==> src/tgc_pkg.sv <==
package tgc_pkg;

  // register indices on the plain register port
  localparam logic [2:0] TGC_ADDR_TCTL = 3'h0;
  localparam logic [2:0] TGC_ADDR_GCTL = 3'h1;
  localparam logic [2:0] TGC_ADDR_CNTH = 3'h2;
  localparam logic [2:0] TGC_ADDR_CNTL = 3'h3;
  localparam logic [2:0] TGC_ADDR_ISTAT = 3'h4;
  localparam logic [2:0] TGC_ADDR_IMASK = 3'h5;

  // timer_control fields
  localparam int TGC_TCTL_RUN = 0;
  localparam logic [7:0] TGC_TCTL_MASK = 8'hFD;

  // gate_control fields
  localparam int TGC_GCTL_GE = 7;
  localparam int TGC_GCTL_POL = 6;
  localparam int TGC_GCTL_TM = 5;
  localparam int TGC_GCTL_SPM = 4;
  localparam int TGC_GCTL_GO = 3;
  localparam int TGC_GCTL_VAL = 2;
  localparam int TGC_GCTL_SS_HI = 1;
  localparam int TGC_GCTL_SS_LO = 0;
  localparam logic [7:0] TGC_GCTL_WMASK = 8'hF3;

  // gate source selection codes
  localparam logic [1:0] TGC_SRC_PIN = 2'h0;
  localparam logic [1:0] TGC_SRC_TOVF = 2'h1;
  localparam logic [1:0] TGC_SRC_CMP1 = 2'h2;
  localparam logic [1:0] TGC_SRC_CMP2 = 2'h3;

  // interrupt status bit for gate event
  localparam int TGC_IRQ_GATE = 0;
  localparam logic [7:0] TGC_IRQ_MASK = 8'h01;

  localparam logic [7:0] TGC_RST_BYTE = 8'h00;
  localparam logic [15:0] TGC_RST_COUNT = 16'h0000;
  localparam logic [15:0] TGC_COUNT_ONE = 16'h0001;

  typedef enum logic [1:0] {
    TGC_SP_IDLE,
    TGC_SP_WAIT_EDGE,
    TGC_SP_ACTIVE
  } tgc_sp_state_t;

endpackage : tgc_pkg

==> src/tgc_gate_source.sv <==
`timescale 1ns/10ps
module tgc_gate_source
  import tgc_pkg::*;
(
  // clock and reset
  input wire logic clk,
  input wire logic arst_n,
  // selection and shaping
  input wire logic [1:0] sel,
  input wire logic pol,
  input wire logic toggle_en,
  // gate sources
  input wire logic src_pin,
  input wire logic src_tovf,
  input wire logic src_cmp1,
  input wire logic src_cmp2,
  // shaped gate level and rising edge of the active level
  output logic gate_level,
  output logic gate_rise
);

  logic raw;
  logic raw_d;
  logic tff;
  logic next_raw_d;
  logic next_tff;
  logic polar;

  // source mux and polarity; active level counted as one
  always_comb begin
    unique case (sel)
      TGC_SRC_PIN: raw = src_pin;
      TGC_SRC_TOVF: raw = src_tovf;
      TGC_SRC_CMP1: raw = src_cmp1;
      TGC_SRC_CMP2: raw = src_cmp2;
    endcase
    polar = pol ? raw : ~raw;
    next_raw_d = polar;
    // toggle on each rising edge, held clear when mode is off
    if (!toggle_en) begin
      next_tff = 1'b0;
    end else if (polar && !raw_d) begin
      next_tff = ~tff;
    end else begin
      next_tff = tff;
    end
  end

  always_ff @(posedge clk or negedge arst_n) begin
    // start at the idle level (low sources, low polarity) so no false rise follows reset
    if (!arst_n) begin
      raw_d <= 1'b1;
      tff <= 1'b0;
    end else begin
      raw_d <= next_raw_d;
      tff <= next_tff;
    end
  end

  // toggle mode passes the flip-flop, otherwise the level itself
  assign gate_level = toggle_en ? tff : polar;
  assign gate_rise = polar && !raw_d;

  a_toggle_cleared: assert property (@(posedge clk) disable iff (!arst_n)
    !toggle_en |=> !tff)
    else $error("toggle flip-flop not cleared");
  a_toggle_flips: assert property (@(posedge clk) disable iff (!arst_n)
    toggle_en && $past(toggle_en) && polar && !raw_d |=> tff != $past(tff))
    else $error("toggle flip-flop missed an edge");

endmodule : tgc_gate_source

==> src/tgc_single_pulse.sv <==
`timescale 1ns/10ps
module tgc_single_pulse
  import tgc_pkg::*;
(
  // clock and reset
  input wire logic clk,
  input wire logic arst_n,
  // control
  input wire logic spm_en,
  input wire logic arm,
  input wire logic gate_level,
  input wire logic gate_rise,
  // status
  output logic go_done,
  output logic sp_gate,
  output logic done_pulse
);

  tgc_sp_state_t state;
  tgc_sp_state_t next_state;
  logic next_done;
  logic done_q;

  // armed waits for a rising edge, counts one active phase, then finishes
  always_comb begin
    next_state = state;
    next_done = 1'b0;
    if (!spm_en) begin
      next_state = TGC_SP_IDLE; // mode off: no control
    end else begin
      unique case (state)
        TGC_SP_IDLE: if (arm) next_state = TGC_SP_WAIT_EDGE;
        TGC_SP_WAIT_EDGE: if (gate_rise) next_state = TGC_SP_ACTIVE;
        TGC_SP_ACTIVE: if (!gate_level) begin
          next_state = TGC_SP_IDLE;
          next_done = 1'b1;
        end
      endcase
    end
  end

  always_ff @(posedge clk or negedge arst_n) begin
    if (!arst_n) begin
      state <= TGC_SP_IDLE;
      done_q <= 1'b0;
    end else begin
      state <= next_state;
      done_q <= next_done;
    end
  end

  // go/done reads one while armed or acquiring, zero otherwise
  assign go_done = (state != TGC_SP_IDLE);
  assign sp_gate = (state == TGC_SP_ACTIVE) && gate_level;
  assign done_pulse = done_q;

  a_done_clears: assert property (@(posedge clk) disable iff (!arst_n)
    state == TGC_SP_ACTIVE && spm_en && !gate_level |=> !go_done ##0 done_pulse)
    else $error("go/done not cleared on completion");
  a_idle_zero: assert property (@(posedge clk) disable iff (!arst_n)
    !spm_en |=> !go_done && !sp_gate)
    else $error("go/done set while mode disabled");

endmodule : tgc_single_pulse

==> src/tgc_top.sv <==
`timescale 1ns/10ps
module tgc_top
  import tgc_pkg::*;
(
  // clock and reset
  input wire logic REF_CLK,
  input wire logic ARST_N,
  // register port
  input wire logic [2:0] ADDR,
  input wire logic [7:0] WDATA,
  input wire logic WR,
  input wire logic RD,
  output logic [7:0] RDATA,
  // gate sources
  input wire logic GATE_PIN,
  input wire logic TIMER_OVF,
  input wire logic CMP_ONE_SYNC_OUT,
  input wire logic CMP_TWO_SYNC_OUT,
  // counter clock tick from the prescaler
  input wire logic COUNT_TICK,
  // status outputs
  output logic COUNT_ENABLE,
  output logic IRQ
);

  logic [7:0] timer_control;
  logic [7:0] gate_control;
  logic [15:0] main_count;
  logic [7:0] irq_status;
  logic [7:0] irq_mask;
  logic [7:0] next_timer_control;
  logic [7:0] next_gate_control;
  logic [15:0] next_main_count;
  logic [7:0] next_irq_status;
  logic [7:0] next_irq_mask;
  logic [7:0] next_rdata;
  logic gate_level;
  logic gate_rise;
  logic go_done;
  logic sp_gate;
  logic done_pulse;
  logic timer_run;
  logic gate_enable_ctl;
  logic gate_single_pulse_mode;
  logic gate_level_now;
  logic count_ok;
  logic arm;

  assign timer_run = timer_control[TGC_TCTL_RUN];
  assign gate_enable_ctl = gate_control[TGC_GCTL_GE];
  assign gate_single_pulse_mode = gate_control[TGC_GCTL_SPM];
  // software arms by writing a one to go/done
  assign arm = WR && (ADDR == TGC_ADDR_GCTL) && WDATA[TGC_GCTL_GO];

  tgc_gate_source tgc_gate_source_i (
    .clk(REF_CLK),
    .arst_n(ARST_N),
    .sel(gate_control[TGC_GCTL_SS_HI:TGC_GCTL_SS_LO]),
    .pol(gate_control[TGC_GCTL_POL]),
    .toggle_en(gate_control[TGC_GCTL_TM]),
    .src_pin(GATE_PIN),
    .src_tovf(TIMER_OVF),
    .src_cmp1(CMP_ONE_SYNC_OUT),
    .src_cmp2(CMP_TWO_SYNC_OUT),
    .gate_level(gate_level),
    .gate_rise(gate_rise)
  );

  // mode is seen as it is being written, so one write can enable and arm
  tgc_single_pulse tgc_single_pulse_i (
    .clk(REF_CLK),
    .arst_n(ARST_N),
    .spm_en(next_gate_control[TGC_GCTL_SPM]),
    .arm(arm),
    .gate_level(gate_level),
    .gate_rise(gate_rise),
    .go_done(go_done),
    .sp_gate(sp_gate),
    .done_pulse(done_pulse)
  );

  // single-pulse logic only steers the gate when its mode is on
  assign gate_level_now = gate_single_pulse_mode ? sp_gate : gate_level;

  // gate enable ignored when stopped; free run when enable clear
  assign count_ok = timer_run && (!gate_enable_ctl || gate_level_now);
  assign COUNT_ENABLE = count_ok;
  assign IRQ = |(irq_status & irq_mask);

  // register writes, counting and event capture
  always_comb begin
    next_timer_control = timer_control;
    next_gate_control = gate_control;
    next_main_count = main_count;
    next_irq_mask = irq_mask;
    next_irq_status = irq_status;
    if (count_ok && COUNT_TICK) begin
      next_main_count = main_count + TGC_COUNT_ONE;
    end
    if (WR) begin
      unique case (ADDR)
        TGC_ADDR_TCTL: next_timer_control = WDATA & TGC_TCTL_MASK;
        TGC_ADDR_GCTL: next_gate_control = WDATA & TGC_GCTL_WMASK;
        TGC_ADDR_CNTH: next_main_count[15:8] = WDATA;
        TGC_ADDR_CNTL: next_main_count[7:0] = WDATA;
        TGC_ADDR_ISTAT: next_irq_status = irq_status & ~WDATA;
        TGC_ADDR_IMASK: next_irq_mask = WDATA & TGC_IRQ_MASK;
        default: ;
      endcase
    end
    // set beats a same-cycle clear so no completion is lost
    if (done_pulse) begin
      next_irq_status[TGC_IRQ_GATE] = 1'b1;
    end
  end

  // read mux; unmapped addresses answer zero
  always_comb begin
    next_rdata = TGC_RST_BYTE;
    if (RD) begin
      unique case (ADDR)
        TGC_ADDR_TCTL: next_rdata = timer_control;
        TGC_ADDR_GCTL: begin
          next_rdata = gate_control;
          next_rdata[TGC_GCTL_GO] = go_done;
          next_rdata[TGC_GCTL_VAL] = gate_level_now;
        end
        TGC_ADDR_CNTH: next_rdata = main_count[15:8];
        TGC_ADDR_CNTL: next_rdata = main_count[7:0];
        TGC_ADDR_ISTAT: next_rdata = irq_status;
        TGC_ADDR_IMASK: next_rdata = irq_mask;
        default: next_rdata = TGC_RST_BYTE;
      endcase
    end
  end

  always_ff @(posedge REF_CLK or negedge ARST_N) begin
    if (!ARST_N) begin
      timer_control <= TGC_RST_BYTE;
      gate_control <= TGC_RST_BYTE;
      main_count <= TGC_RST_COUNT;
      irq_status <= TGC_RST_BYTE;
      irq_mask <= TGC_RST_BYTE;
      RDATA <= TGC_RST_BYTE;
    end else begin
      timer_control <= next_timer_control;
      gate_control <= next_gate_control;
      main_count <= next_main_count;
      irq_status <= next_irq_status;
      irq_mask <= next_irq_mask;
      RDATA <= next_rdata;
    end
  end

  a_stopped_no_count: assert property (@(posedge REF_CLK) disable iff (!ARST_N)
    !timer_run |-> !COUNT_ENABLE)
    else $error("counting while timer stopped");
  a_free_run: assert property (@(posedge REF_CLK) disable iff (!ARST_N)
    timer_run && !gate_enable_ctl |-> COUNT_ENABLE)
    else $error("free run blocked");
  a_gate_follows: assert property (@(posedge REF_CLK) disable iff (!ARST_N)
    timer_run && gate_enable_ctl |-> COUNT_ENABLE == gate_level_now)
    else $error("count enable does not follow gate");
  a_count_steps: assert property (@(posedge REF_CLK) disable iff (!ARST_N)
    COUNT_ENABLE && COUNT_TICK && !WR |=> main_count == $past(main_count) + TGC_COUNT_ONE)
    else $error("counter did not advance");
  a_reserved_zero: assert property (@(posedge REF_CLK) disable iff (!ARST_N)
    RD && ADDR == TGC_ADDR_TCTL |=> RDATA[1] == 1'b0)
    else $error("unimplemented bit read nonzero");
  a_val_reads: assert property (@(posedge REF_CLK) disable iff (!ARST_N)
    RD && ADDR == TGC_ADDR_GCTL |=> RDATA[TGC_GCTL_VAL] == $past(gate_level_now))
    else $error("gate level bit wrong");
  a_event_flag: assert property (@(posedge REF_CLK) disable iff (!ARST_N)
    done_pulse |=> irq_status[TGC_IRQ_GATE])
    else $error("gate event flag not raised");
  // a one written to the status bit clears it unless an event lands in the same cycle
  a_status_w1c: assert property (@(posedge REF_CLK) disable iff (!ARST_N)
    WR && ADDR == TGC_ADDR_ISTAT && WDATA[TGC_IRQ_GATE] && !done_pulse
      |=> !irq_status[TGC_IRQ_GATE])
    else $error("gate event flag not cleared by write");

  c_sp_done: cover property (@(posedge REF_CLK) disable iff (!ARST_N) done_pulse);
  c_sp_armed: cover property (@(posedge REF_CLK) disable iff (!ARST_N)
    go_done && !gate_level_now);
  c_gated_count: cover property (@(posedge REF_CLK) disable iff (!ARST_N)
    gate_enable_ctl && COUNT_ENABLE && COUNT_TICK);
  c_irq: cover property (@(posedge REF_CLK) disable iff (!ARST_N) IRQ);

endmodule : tgc_top

==> config.mk <==
export PLATFORM = sky130hd
export DESIGN_NAME = tgc_top
export DESIGN_NICKNAME = d
export VERILOG_FILES = /design/src/tgc_pkg.sv /design/src/tgc_gate_source.sv /design/src/tgc_single_pulse.sv /design/src/tgc_top.sv
export SDC_FILE = /design/constraint.sdc
export NUM_CORES = 1
export LEC_CHECK = 0
export ABC_AREA = 1
export BUFFER_PORTS_ARGS = -buffer_cell sky130_fd_sc_hd__buf_4
export CAP_MARGIN = 30
export CORE_UTILIZATION = 53
export DETAILED_ROUTE_END_ITERATION = 12
export PLACE_DENSITY = 0.86
export SETUP_SLACK_MARGIN = 0.1
export SLEW_MARGIN = 40
export SYNTH_ARGS = -nofsm -noshare
export SYNTH_HDL_FRONTEND = slang
export SYNTH_SLANG_ARGS = --single-unit
==> constraint.sdc <==
create_clock -name REF_CLK -period 1.76 [get_ports REF_CLK]
set_clock_uncertainty 0.2 [all_clocks]
set_input_delay 0.352 -clock REF_CLK [delete_from_list [all_inputs] [get_ports REF_CLK]]
set_output_delay 0.352 -clock REF_CLK [all_outputs]
set_load 0.05 [all_outputs]
==> flow_summary.ini, run 1 <==
[final_layout]
nFillCells = 379
design_area_sq_um = 3730
area_growth_pct = 28.7
seq_area_sq_um = 1280
nets = 472
multiInputGateArea_sq_um = 1470
diodes = 0
drive_gt1_frac = 0.278

[route]
viasPerCell = 5.73
antenna_left = 0
num_vias = 2974
drcViolationCount = 0
finalWirelength_microns = 8470
dr.pass1.iters = 6
avgRoutedWirePerCell_microns = 16.3
drtIter0Drc = 355

[pwr]
p_seq_frac = 0.386
switching_share = 0.430
pwr-share-comb = 0.469
vdd_drop_max_v = 0.000690
p_switching_uw = 2070
power.density_nw_per_um2 = 1290
power_leakage_uw = 0.00193
internal_power_uw = 2740
p_clk_frac = 0.145

[yosys]
ys_types = 34
syn_inst = 378
synth_edf_count = 0
synth.avg_cell_area_sq_um = 7.67
synth_top_area_share = 0.432
yosys.area.top_type = dfrtp_1
yosysWarningCount = 0
synthesis.nets = 402
synth_seq_cells = 51
ys_async_sr_fraction = 1.00
synth_area_sq_um = 2900
yosysSeqAreaShare = 0.441
synth_ff_type = dfrtp_1
yosys-top-cells-area = dfrtp_1 (43%), nand2_1 (12%), inv_1 (8.2%)

[floorplanning]
initial_core_util = 0.560
die_area_sq_um = 5770
io_pins = 30
die_h_microns = 75.9
core.rowCount = 26
core_area_sq_um = 5170
die_w_microns = 75.9

[hold_path]
hp-class = in2reg

[run_status]
status = finished with violations
violations = negative setup slack

[run]
drv_cap = 0

[global_routing]
grt_max_degree = 52
grt_pass1_wl_microns = 13500
antenna_found_initial = 0
grt_pass1_vias = 2823
grt_remaining_overflow = 0
grt_use_total = 0.303

[setup_path]
r2r-end = main_count[12]
crit_chain = inv_2 -> nand2_2 -> nand3_2 -> nand3_2 -> nand3_2 -> nand3_4 -> a21boi_4 -> buf_6
crit_fanout = 4
cpPeakStageDelay_ns = 0.45
cp-endpoint = COUNT_ENABLE
startpoint_type = flip-flop
critPathSlowestCell = dfrtp_2
cp.required_ns = 1.21
crit_type = reg2out
crit_family = simple AND/OR/NAND/NOR gates
cp_data_arrival_time_ns = 1.62
cp_num_buf_inv = 2
reg2reg_slack_ns = -0.38
cp_common_cell = nand3_2
r2r-start = gate_control[0]
worst-path-stages = 8
end_kind = primary output
r2r_cells = 14
startpoint = gate_control[0]

[clocking]
clockBufferDepth = 2
cts_tree = built
cts.sinks = 51
path_clk_slew_ns = 0.10
htreeDepth = 2
root_buffer = clkbuf_8
clk_latency_ns = 0.31
cts_buffers = 5

[placement]
place_congestion = 0.918
dpl-instance-area_sq_um = 3470
hpwlAfterDp_microns = 5910
port-buffer-count = 29
pre_cts_ws_ns = -0.110

[timing]
setup_viol = 20
timing.slew.headroom = 0.585
maxSlewViolCount = 0
fmax_mhz = 461
finalCritPeriodShare = 1.23
hold_viol_final = 0
rsz0062_at_grt = true
min_period_ns = 2.17
tightest_slew_ns = 0.622
setup_ws_ns = -0.410
-- synthesized netlist by cell type, types with 3 or more instances --
| library cell | n |
|---|---|
| a211oi_1 | 3 |
| a21oi_1 | 9 |
| a221oi_1 | 4 |
| clkbuf_1 | 4 |
| dfrtp_1 | 50 |
| ha_1 | 4 |
| inv_1 | 63 |
| inv_2 | 4 |
| nand2_1 | 96 |
| nand3_1 | 30 |
| nand3_2 | 4 |
| nand4_1 | 16 |
| nor2_1 | 25 |
| nor2_2 | 3 |
| nor3_1 | 4 |
| o21ai_0 | 15 |
| o22ai_1 | 10 |
| xor2_1 | 14 |
-- cell families after synthesis --
family | synth area share
flip-flops | 0.441
buffers and inverters | 0.103
AND/OR/NAND/NOR | 0.287
adder cells (fa/ha/maj) | 0.0173
AO/OA/AOI/OAI | 0.110
XOR/XNOR | 0.0423
-- cell type report --
class / instances / area share
clock buffers: 6 / 0.0195
repair buffers: 70 / 0.149
flip-flops and latches: 51 / 0.343
multi-input cells: 253 / 0.393
well taps: 70 / 0.0235
clock inverters: 2 / 0.00436
inverters: 67 / 0.0674
-- sequential cells by signal, indices dropped and copies added (netlist names) --
signal and count:
tgc_gate_source_i.tff 1, gate_control 6, timer_control 7, tgc_single_pulse_i.done_pulse 1, RDATA 8, main_count 16
tgc_gate_source_i.raw_d 1, irq_status 8, tgc_single_pulse_i.state 2, irq_mask 1
-- layout by cell type, fill, tap and decap left out, types with 5 or more instances in the layout --
cell type	n
a21oi_1	9
buf_4	64
clkbuf_8	5
dfrtp_1	49
inv_1	63
nand2_1	78
nand2_2	19
nand3_1	21
nand3_2	12
nand4_1	16
nor2_1	25
o21ai_0	14
o22ai_1	10
xor2_1	14
-- power groups by stage --
stage          Combinational, uW  Sequential, uW  Clock, uW
6_report                    2250            1860        698
5_1_grt                     2460            1890        752
4_1_cts                     2130            1820        707
3_5_place_dp                1990            1830          0
3_3_place_gp                1930            1820          0
2_1_floorplan               1230            1870          0
-- metal layers --
layer / up-vias / GRT usage / wire length, microns
li1: 1364 / - / -
met1: 1361 / 0.394 / 3440
met2: 193 / 0.487 / 3830
met3: 56 / 0.0651 / 794
met4: 0 / 0.137 / 404
met5: - / 0 / 0
-- worst min-delay path by stage --
| stage | from | cells after the start | slack, ns | end |
|---|---|---|---|---|
| detailed placement | ARST_N | 1 | 0.22 | gate_control[4] |
| finish | WDATA[3] | 2 | 0.004 | irq_status[3] |
| floorplan | ARST_N | 0 | -0.14 | RDATA[0] |
| global placement | ARST_N | 1 | 0.21 | gate_control[4] |
| global route | WDATA[3] | 2 | 0.00005 | irq_status[3] |
| CTS | WDATA[3] | 2 | 0.003 | irq_status[3] |
-- per-stage QoR --
stage,hold WS [ns],total power (uW),cells,TNS (ns),utilization
finish,0.00442,4810,519,-6.53,0.721
global route,0.0000455,5100,519,-8.66,0.721
CTS,0.00253,4660,519,-5.72,0.709
detailed placement,0.219,3820,504,-1.41,0.670
global placement,0.209,3750,504,-0.383,0.670
floorplan,-0.144,3090,378,0,-
-- repair_timing --
item,in CTS,in global routing
pin swaps,8,13
hold buffers,1,0
gates cloned,2,0
hold endpoints to repair,50,0
endpoints found under the setup margin,20,22
setup buffers,4,2
resized for setup,15,22
No activity file was read; power rests on OpenSTA's default activity.
==> inputs of run 2 (changes only) <==
- RECOVER_POWER: unset -> 50
==> run 2 against run 1 <==
The run still ends with negative setup slack left. Cell count is the same. Worst setup slack improved by 0.021 ns. Combinational power is essentially flat. Global-route usage unchanged. Sequential power hardly changed. Total power decreased by 0.31%. Maximum frequency is 1.0% higher. Via count is 0.40% higher. Sequential share of layout area rose by 0.25 points. Count of clock-buffer cells in the layout stayed put. Register-to-register slack improved by 0.02 ns. Wire length fell by 0.44%. Largest cell class unchanged.
==> flow_summary.ini, run 2 (synthesized netlist as in run 1, its figures left out) <==
[pwr]
power.density_nw_per_um2 = 1300
switching_share = 0.430
p_clk_frac = 0.145
vdd_drop_max_v = 0.000689
internal_power_uw = 2730
p_switching_uw = 2060
pwr-share-comb = 0.468
p_total_uw = 4800
power_leakage_uw = 0.00191
p_seq_frac = 0.387

[final_layout]
reg.largest.list = main_count: 16 flops, RDATA: 8 flops, irq_status: 8 flops
drive_gt1_frac = 0.265
area_growth_pct = 27.8
final_cell_mix = nand2_1 (78), inv_1 (63), buf_4 (59)
largest_reg_flops = 16
nFillCells = 385
nets = 472
final_core_util = 0.716
layout_commonest_cell = nand2_1
diodes = 0
top_register = main_count

[route]
dr.pass1.iters = 7
drcViolationCount = 0
viasPerCell = 5.75
avgRoutedWirePerCell_microns = 16.2
finalWirelength_microns = 8430
num_vias = 2986
antenna_left = 0
drtIter0Drc = 393

[floorplanning]
io_pins = 30
die_w_microns = 75.9
core.rowCount = 26
core_area_sq_um = 5170
initial_core_util = 0.560
die_h_microns = 75.9
die_area_sq_um = 5770

[clocking]
clockBufferDepth = 2
cts_tree = built
clk_latency_ns = 0.31
root_buffer = clkbuf_8
cts_buffers = 5
htreeDepth = 2
path_clk_slew_ns = 0.10
cts.sinks = 51

[setup_path]
startpoint_type = flip-flop
cp.required_ns = 1.21
critPathSlowestCell = dfrtp_2
end_kind = primary output
crit_chain = inv_2 -> nand2_2 -> nand3_2 -> nand3_2 -> nand3_2 -> nand3_4 -> a21boi_4 -> buf_6
cp_data_arrival_time_ns = 1.60
crit_type = reg2out
cpPeakStageDelay_ns = 0.45
crit_fanout = 4
cp_common_cell = nand3_2

[global_routing]
grt_max_degree = 52
grt_use_total = 0.303
grt_remaining_overflow = 0
grt_pass1_wl_microns = 13500
grt_pass1_vias = 2823
antenna_found_initial = 0

[placement]
place_congestion = 0.918
hpwlAfterDp_microns = 5910
port-buffer-count = 29

[timing]
fmax_mhz = 465
min_period_ns = 2.15
tightest_slew_ns = 0.665
setup_viol = 20
hold_viol_final = 0
finalCritPeriodShare = 1.22
rsz0062_at_grt = true
maxSlewViolCount = 0
timing.slew.headroom = 0.556
setup_ws_ns = -0.389

[run_status]
violations = negative setup slack
status = finished with violations

[hold_path]
hp-class = in2reg

[run]
drv_cap = 0
## run 2: cell types whose count changed in the layout (fill, tap and decap cells not counted)
cell	delta
o21ai_4	-1
clkbuf_4	+2
o21ai_1	+1
nor2_1	+2
clkbuf_1	+3
nor2_2	-2
buf_4	-5
## run 2: through the flow
step / TNS, ns / worst slack, ns / cell area, sq um / hold slack (ns) / cells
after floorplan: 0 / 0.00482 / 2940 / -0.144 / 378
after global placement: -0.383 / -0.0552 / 3470 / 0.209 / 504
after detailed placement: -1.41 / -0.110 / 3470 / 0.219 / 504
after CTS: -5.72 / -0.357 / 3660 / 0.00253 / 519
after global routing: -8.66 / -0.482 / 3700 / 0.0000455 / 519
final: -6.26 / -0.389 / 3700 / 0.00447 / 519
## run 2: what timing repair did
action	in CTS	in global routing
hold buffers	1	0
pin swaps	8	13
setup buffers	4	2
cloned	2	0
endpoints found under the setup margin	20	22
hold endpoints to repair	50	0
gates resized for setup	15	22
## run 2: worst paths after layout
path	start	end	slack, ns	cells after the start
min	WDATA[3]	irq_status[3]	0.004	2
max	gate_control[0]	COUNT_ENABLE	-0.39	8
min in group asynchronous	ARST_N	irq_status[6]	0.43	2
min reg2reg	tgc_single_pulse_i.done_pulse	irq_status[0]	0.27	1
max reg2reg	gate_control[0]	main_count[1]	-0.36	14
max in group asynchronous	ARST_N	gate_control[0]	0.44	2
## run 2: power groups by stage
stage          clock, uW  combinational (uW)  sequential (uW)
2_1_floorplan          0                1230             1870
3_3_place_gp           0                1930             1820
3_5_place_dp           0                1990             1830
4_1_cts              707                2130             1820
5_1_grt              752                2450             1890
6_report             695                2250             1850
## run 2: worst max-delay path, delay by kind of cell, from the launching register on
| family | cells | cell delay [ns] |
|---|---|---|
| buffers and inverters | 2 | 0.27 |
| AO/OA/AOI/OAI | 1 | 0.13 |
| AND/OR/NAND/NOR | 5 | 0.44 |
| flip-flops | 1 | 0.45 |
## run 2: per-layer routing
metal | up-vias | track usage | wire (microns)
met2 | 219 | 0.487 | 3830
li1 | 1367 | - | -
met5 | - | 0 | 0
met4 | 0 | 0.137 | 365
met3 | 50 | 0.0651 | 912
met1 | 1350 | 0.394 | 3320
## run 2: layout make-up
| type | instances | area [sq um] | area share |
|---|---|---|---|
| clock buffers | 6 | 72.6 | 0.0196 |
| clock inverters | 2 | 16.3 | 0.00439 |
| inverters | 67 | 251 | 0.0679 |
| multi-input cells | 253 | 1450 | 0.392 |
| flip-flops and latches | 51 | 1280 | 0.345 |
| well taps | 70 | 87.6 | 0.0237 |
| repair buffers | 70 | 544 | 0.147 |
==> inputs of run 3 (changes only) <==
- MAX_ROUTING_LAYER: unset -> met4
- REMOVE_ABC_BUFFERS: unset -> 1
- SYNTH_HIERARCHICAL: unset -> 1
==> run 3 against run 2 <==
The flow still finishes with violations (negative setup slack). Die area is 0.16% lower. Sequential cell count did not move. Sequential power fell by 3%. Largest power group unchanged. Hold slack gained 0.0039 ns. Global-route usage grew 1.2 points. Maximum frequency decreased by 18%. Critical endpoint unchanged. Total power rose by 2.1%. Synthesized cell count increased by 0.53%.
==> flow_summary.ini, run 3 <==
[timing]
maxSlewViolCount = 0
rsz0062_at_grt = true
hold_viol_final = 0
fmax_mhz = 380
tightest_slew_ns = 0.635
setup_viol = 22
min_period_ns = 2.63
setup_ws_ns = -0.870
finalCritPeriodShare = 1.49
timing.slew.headroom = 0.577

[clocking]
cts_buffers = 5
htreeDepth = 2
cts_tree = built
path_clk_slew_ns = 0.10
root_buffer = clkbuf_8
clockBufferDepth = 2
cts.sinks = 51
clk_latency_ns = 0.33

[yosys]
yosys.area_share.simple = 0.296
synth_seq_cells = 51
synth.top_cells.by_count = nand2_1 (112), inv_1 (55), dfrtp_1 (50)
synth_edf_count = 0
synth_ff_type = dfrtp_1
yosysMostFrequentCell = nand2_1
syn_inst = 380
synth_top_family_by_area = simple AND/OR/NAND/NOR gates
yosys-top-cells-area = dfrtp_1 (43%), nand2_1 (15%), inv_1 (7.1%)
synth_compound_area_frac = 0.124
ys_types = 35
yosys.area.top_type = dfrtp_1
yosysSeqAreaShare = 0.442
synth_xor_area_frac = 0.0182
synth_area_sq_um = 2890
yosysWarningCount = 6
synthAdderAreaFrac = 0.0173
synth_top_area_share = 0.433
yosys-mux-area-fraction = 0.00779
ys_async_sr_fraction = 1.00
synth.avg_cell_area_sq_um = 7.61

[final_layout]
diodes = 0
final_cell_mix = nand2_1 (93), buf_4 (57), inv_1 (52)
area_growth_pct = 35.1
drive_gt1_frac = 0.331
nFillCells = 314
final_cells = 523
largest_reg_flops = 16
layout_commonest_cell = nand2_1
nets = 476
reg.largest.list = main_count: 16 flops, RDATA: 8 flops, irq_status: 8 flops
top_register = main_count

[setup_path]
r2r_cells = 20
end_kind = primary output
cp_data_arrival_time_ns = 2.08
startpoint_type = flip-flop
cp.required_ns = 1.21
crit_type = reg2out
crit_fanout = 4

[pwr]
power.density_nw_per_um2 = 1250
p_total_uw = 4900
power_leakage_uw = 0.00203
vdd_drop_max_v = 0.000819

[floorplanning]
core.rowCount = 26
die_area_sq_um = 5760
io_pins = 30
die_h_microns = 75.9
initial_core_util = 0.559
die_w_microns = 75.9
core_area_sq_um = 5170

[global_routing]
grt_remaining_overflow = 0
grt_max_degree = 28
antenna_found_initial = 0
grt_use_total = 0.315
grt_pass1_wl_microns = 12800
grt_pass1_vias = 2710

[placement]
dp.cells = 496
port-buffer-count = 29
place_congestion = 0.907
hpwlAfterDp_microns = 5360

[hold_path]
hold_path_depth = 2
hp-class = in2reg

[route]
viasPerCell = 6.14
dr.pass1.iters = 5
finalWirelength_microns = 10000
antenna_left = 0
drtIter0Drc = 526
avgRoutedWirePerCell_microns = 19.2
num_vias = 3213
drcViolationCount = 0

[run_status]
violations = negative setup slack
status = finished with violations

[run]
drv_cap = 0
## run 3: cell types whose count changed after synthesis, moves of 4 or more
cell / change
nand2_1: +16
nand4_1: -12
o21ai_1: +11
xor2_1: -9
inv_1: -8
o22ai_1: -7
a21oi_1: +6
nand3_1: -5
a21boi_0: +4
a221oi_1: -4
clkbuf_1: -4
## run 3: path summary, 6_finish.rpt
check,start,end,slack [ns]
hold reg to reg,tgc_single_pulse_i/done_pulse,irq_status[0],0.26
min in group asynchronous,ARST_N,main_count[12],0.37
setup / recovery,gate_control[0],COUNT_ENABLE,-0.87
hold / removal,WDATA[4],irq_status[4],0.008
setup reg to reg,gate_control[0],main_count[4],-0.81
max in group asynchronous,ARST_N,tgc_gate_source_i/raw_d,0.15
## run 3: through the flow
stage	area [sq um]	hold slack, ns	utilization	setup TNS, ns	setup WS [ns]
6_report	3910	0.00837	0.755	-15.86	-0.870
5_1_grt	3910	0.0164	0.755	-17.19	-0.915
4_1_cts	3680	0.0168	0.711	-12.72	-0.730
3_5_place_dp	3330	0.0805	0.645	-8.57	-0.535
3_3_place_gp	3330	0.0771	0.645	-6.81	-0.415
2_1_floorplan	2840	-0.144	-	-5.10	-0.379
## run 3: cell type report
cell class	count	area [sq um]	area share
well taps	70	87.6	0.0224
clock buffers	5	68.8	0.0176
repair buffers	70	573	0.147
flip-flops and latches	51	1280	0.327
multi-input cells	263	1590	0.406
repair inverters	1	30.0	0.00768
clock inverters	3	46.3	0.0118
inverters	60	238	0.0608
## run 3: routing by layer
metal | global-route usage | vias up | routed length, microns
met3 | 0.0529 | 79 | 989
li1 | - | 1358 | -
met4 | 0.158 | 0 | 573
met5 | - | - | 0
met1 | 0.402 | 1517 | 3710
met2 | 0.483 | 259 | 4740
## run 3: cell families after synthesis
group           count (synthesis)
simple gates                  188
mux                             2
compound gates                 63
buf+inv                        66
xor+xnor                        6
flops                          51
fa+ha+maj                       4
## run 3: critical path, stage by stage (launching register included)
cell and delay (ns):
dfrtp_2 0.43, inv_2 0.08, nand2_2 0.09, nand3_4 0.10, nand2_2 0.10, nand2_2 0.06
nand2_2 0.10, nor2_4 0.05, a21oi_4 0.16, nand2_2 0.08, inv_2 0.06, nand2_2 0.06
nand3_2 0.09, nand2_2 0.06, inv_2 0.07, buf_8 0.14
## run 3: where the power goes
part	internal (uW)	total, uW	switching (uW)
registers	1460	1800	343
logic	862	2230	1370
clock network	429	864	435
## run 3: repair_timing
action                                 4_1_cts  5_1_grt
endpoints found under the hold margin       24        0
pin swaps                                   11       29
gates cloned                                 2        0
buffers inserted                            14        3
gates resized for setup                     30       64
hold buffers                                 1        0
setup endpoints to repair                   20       22
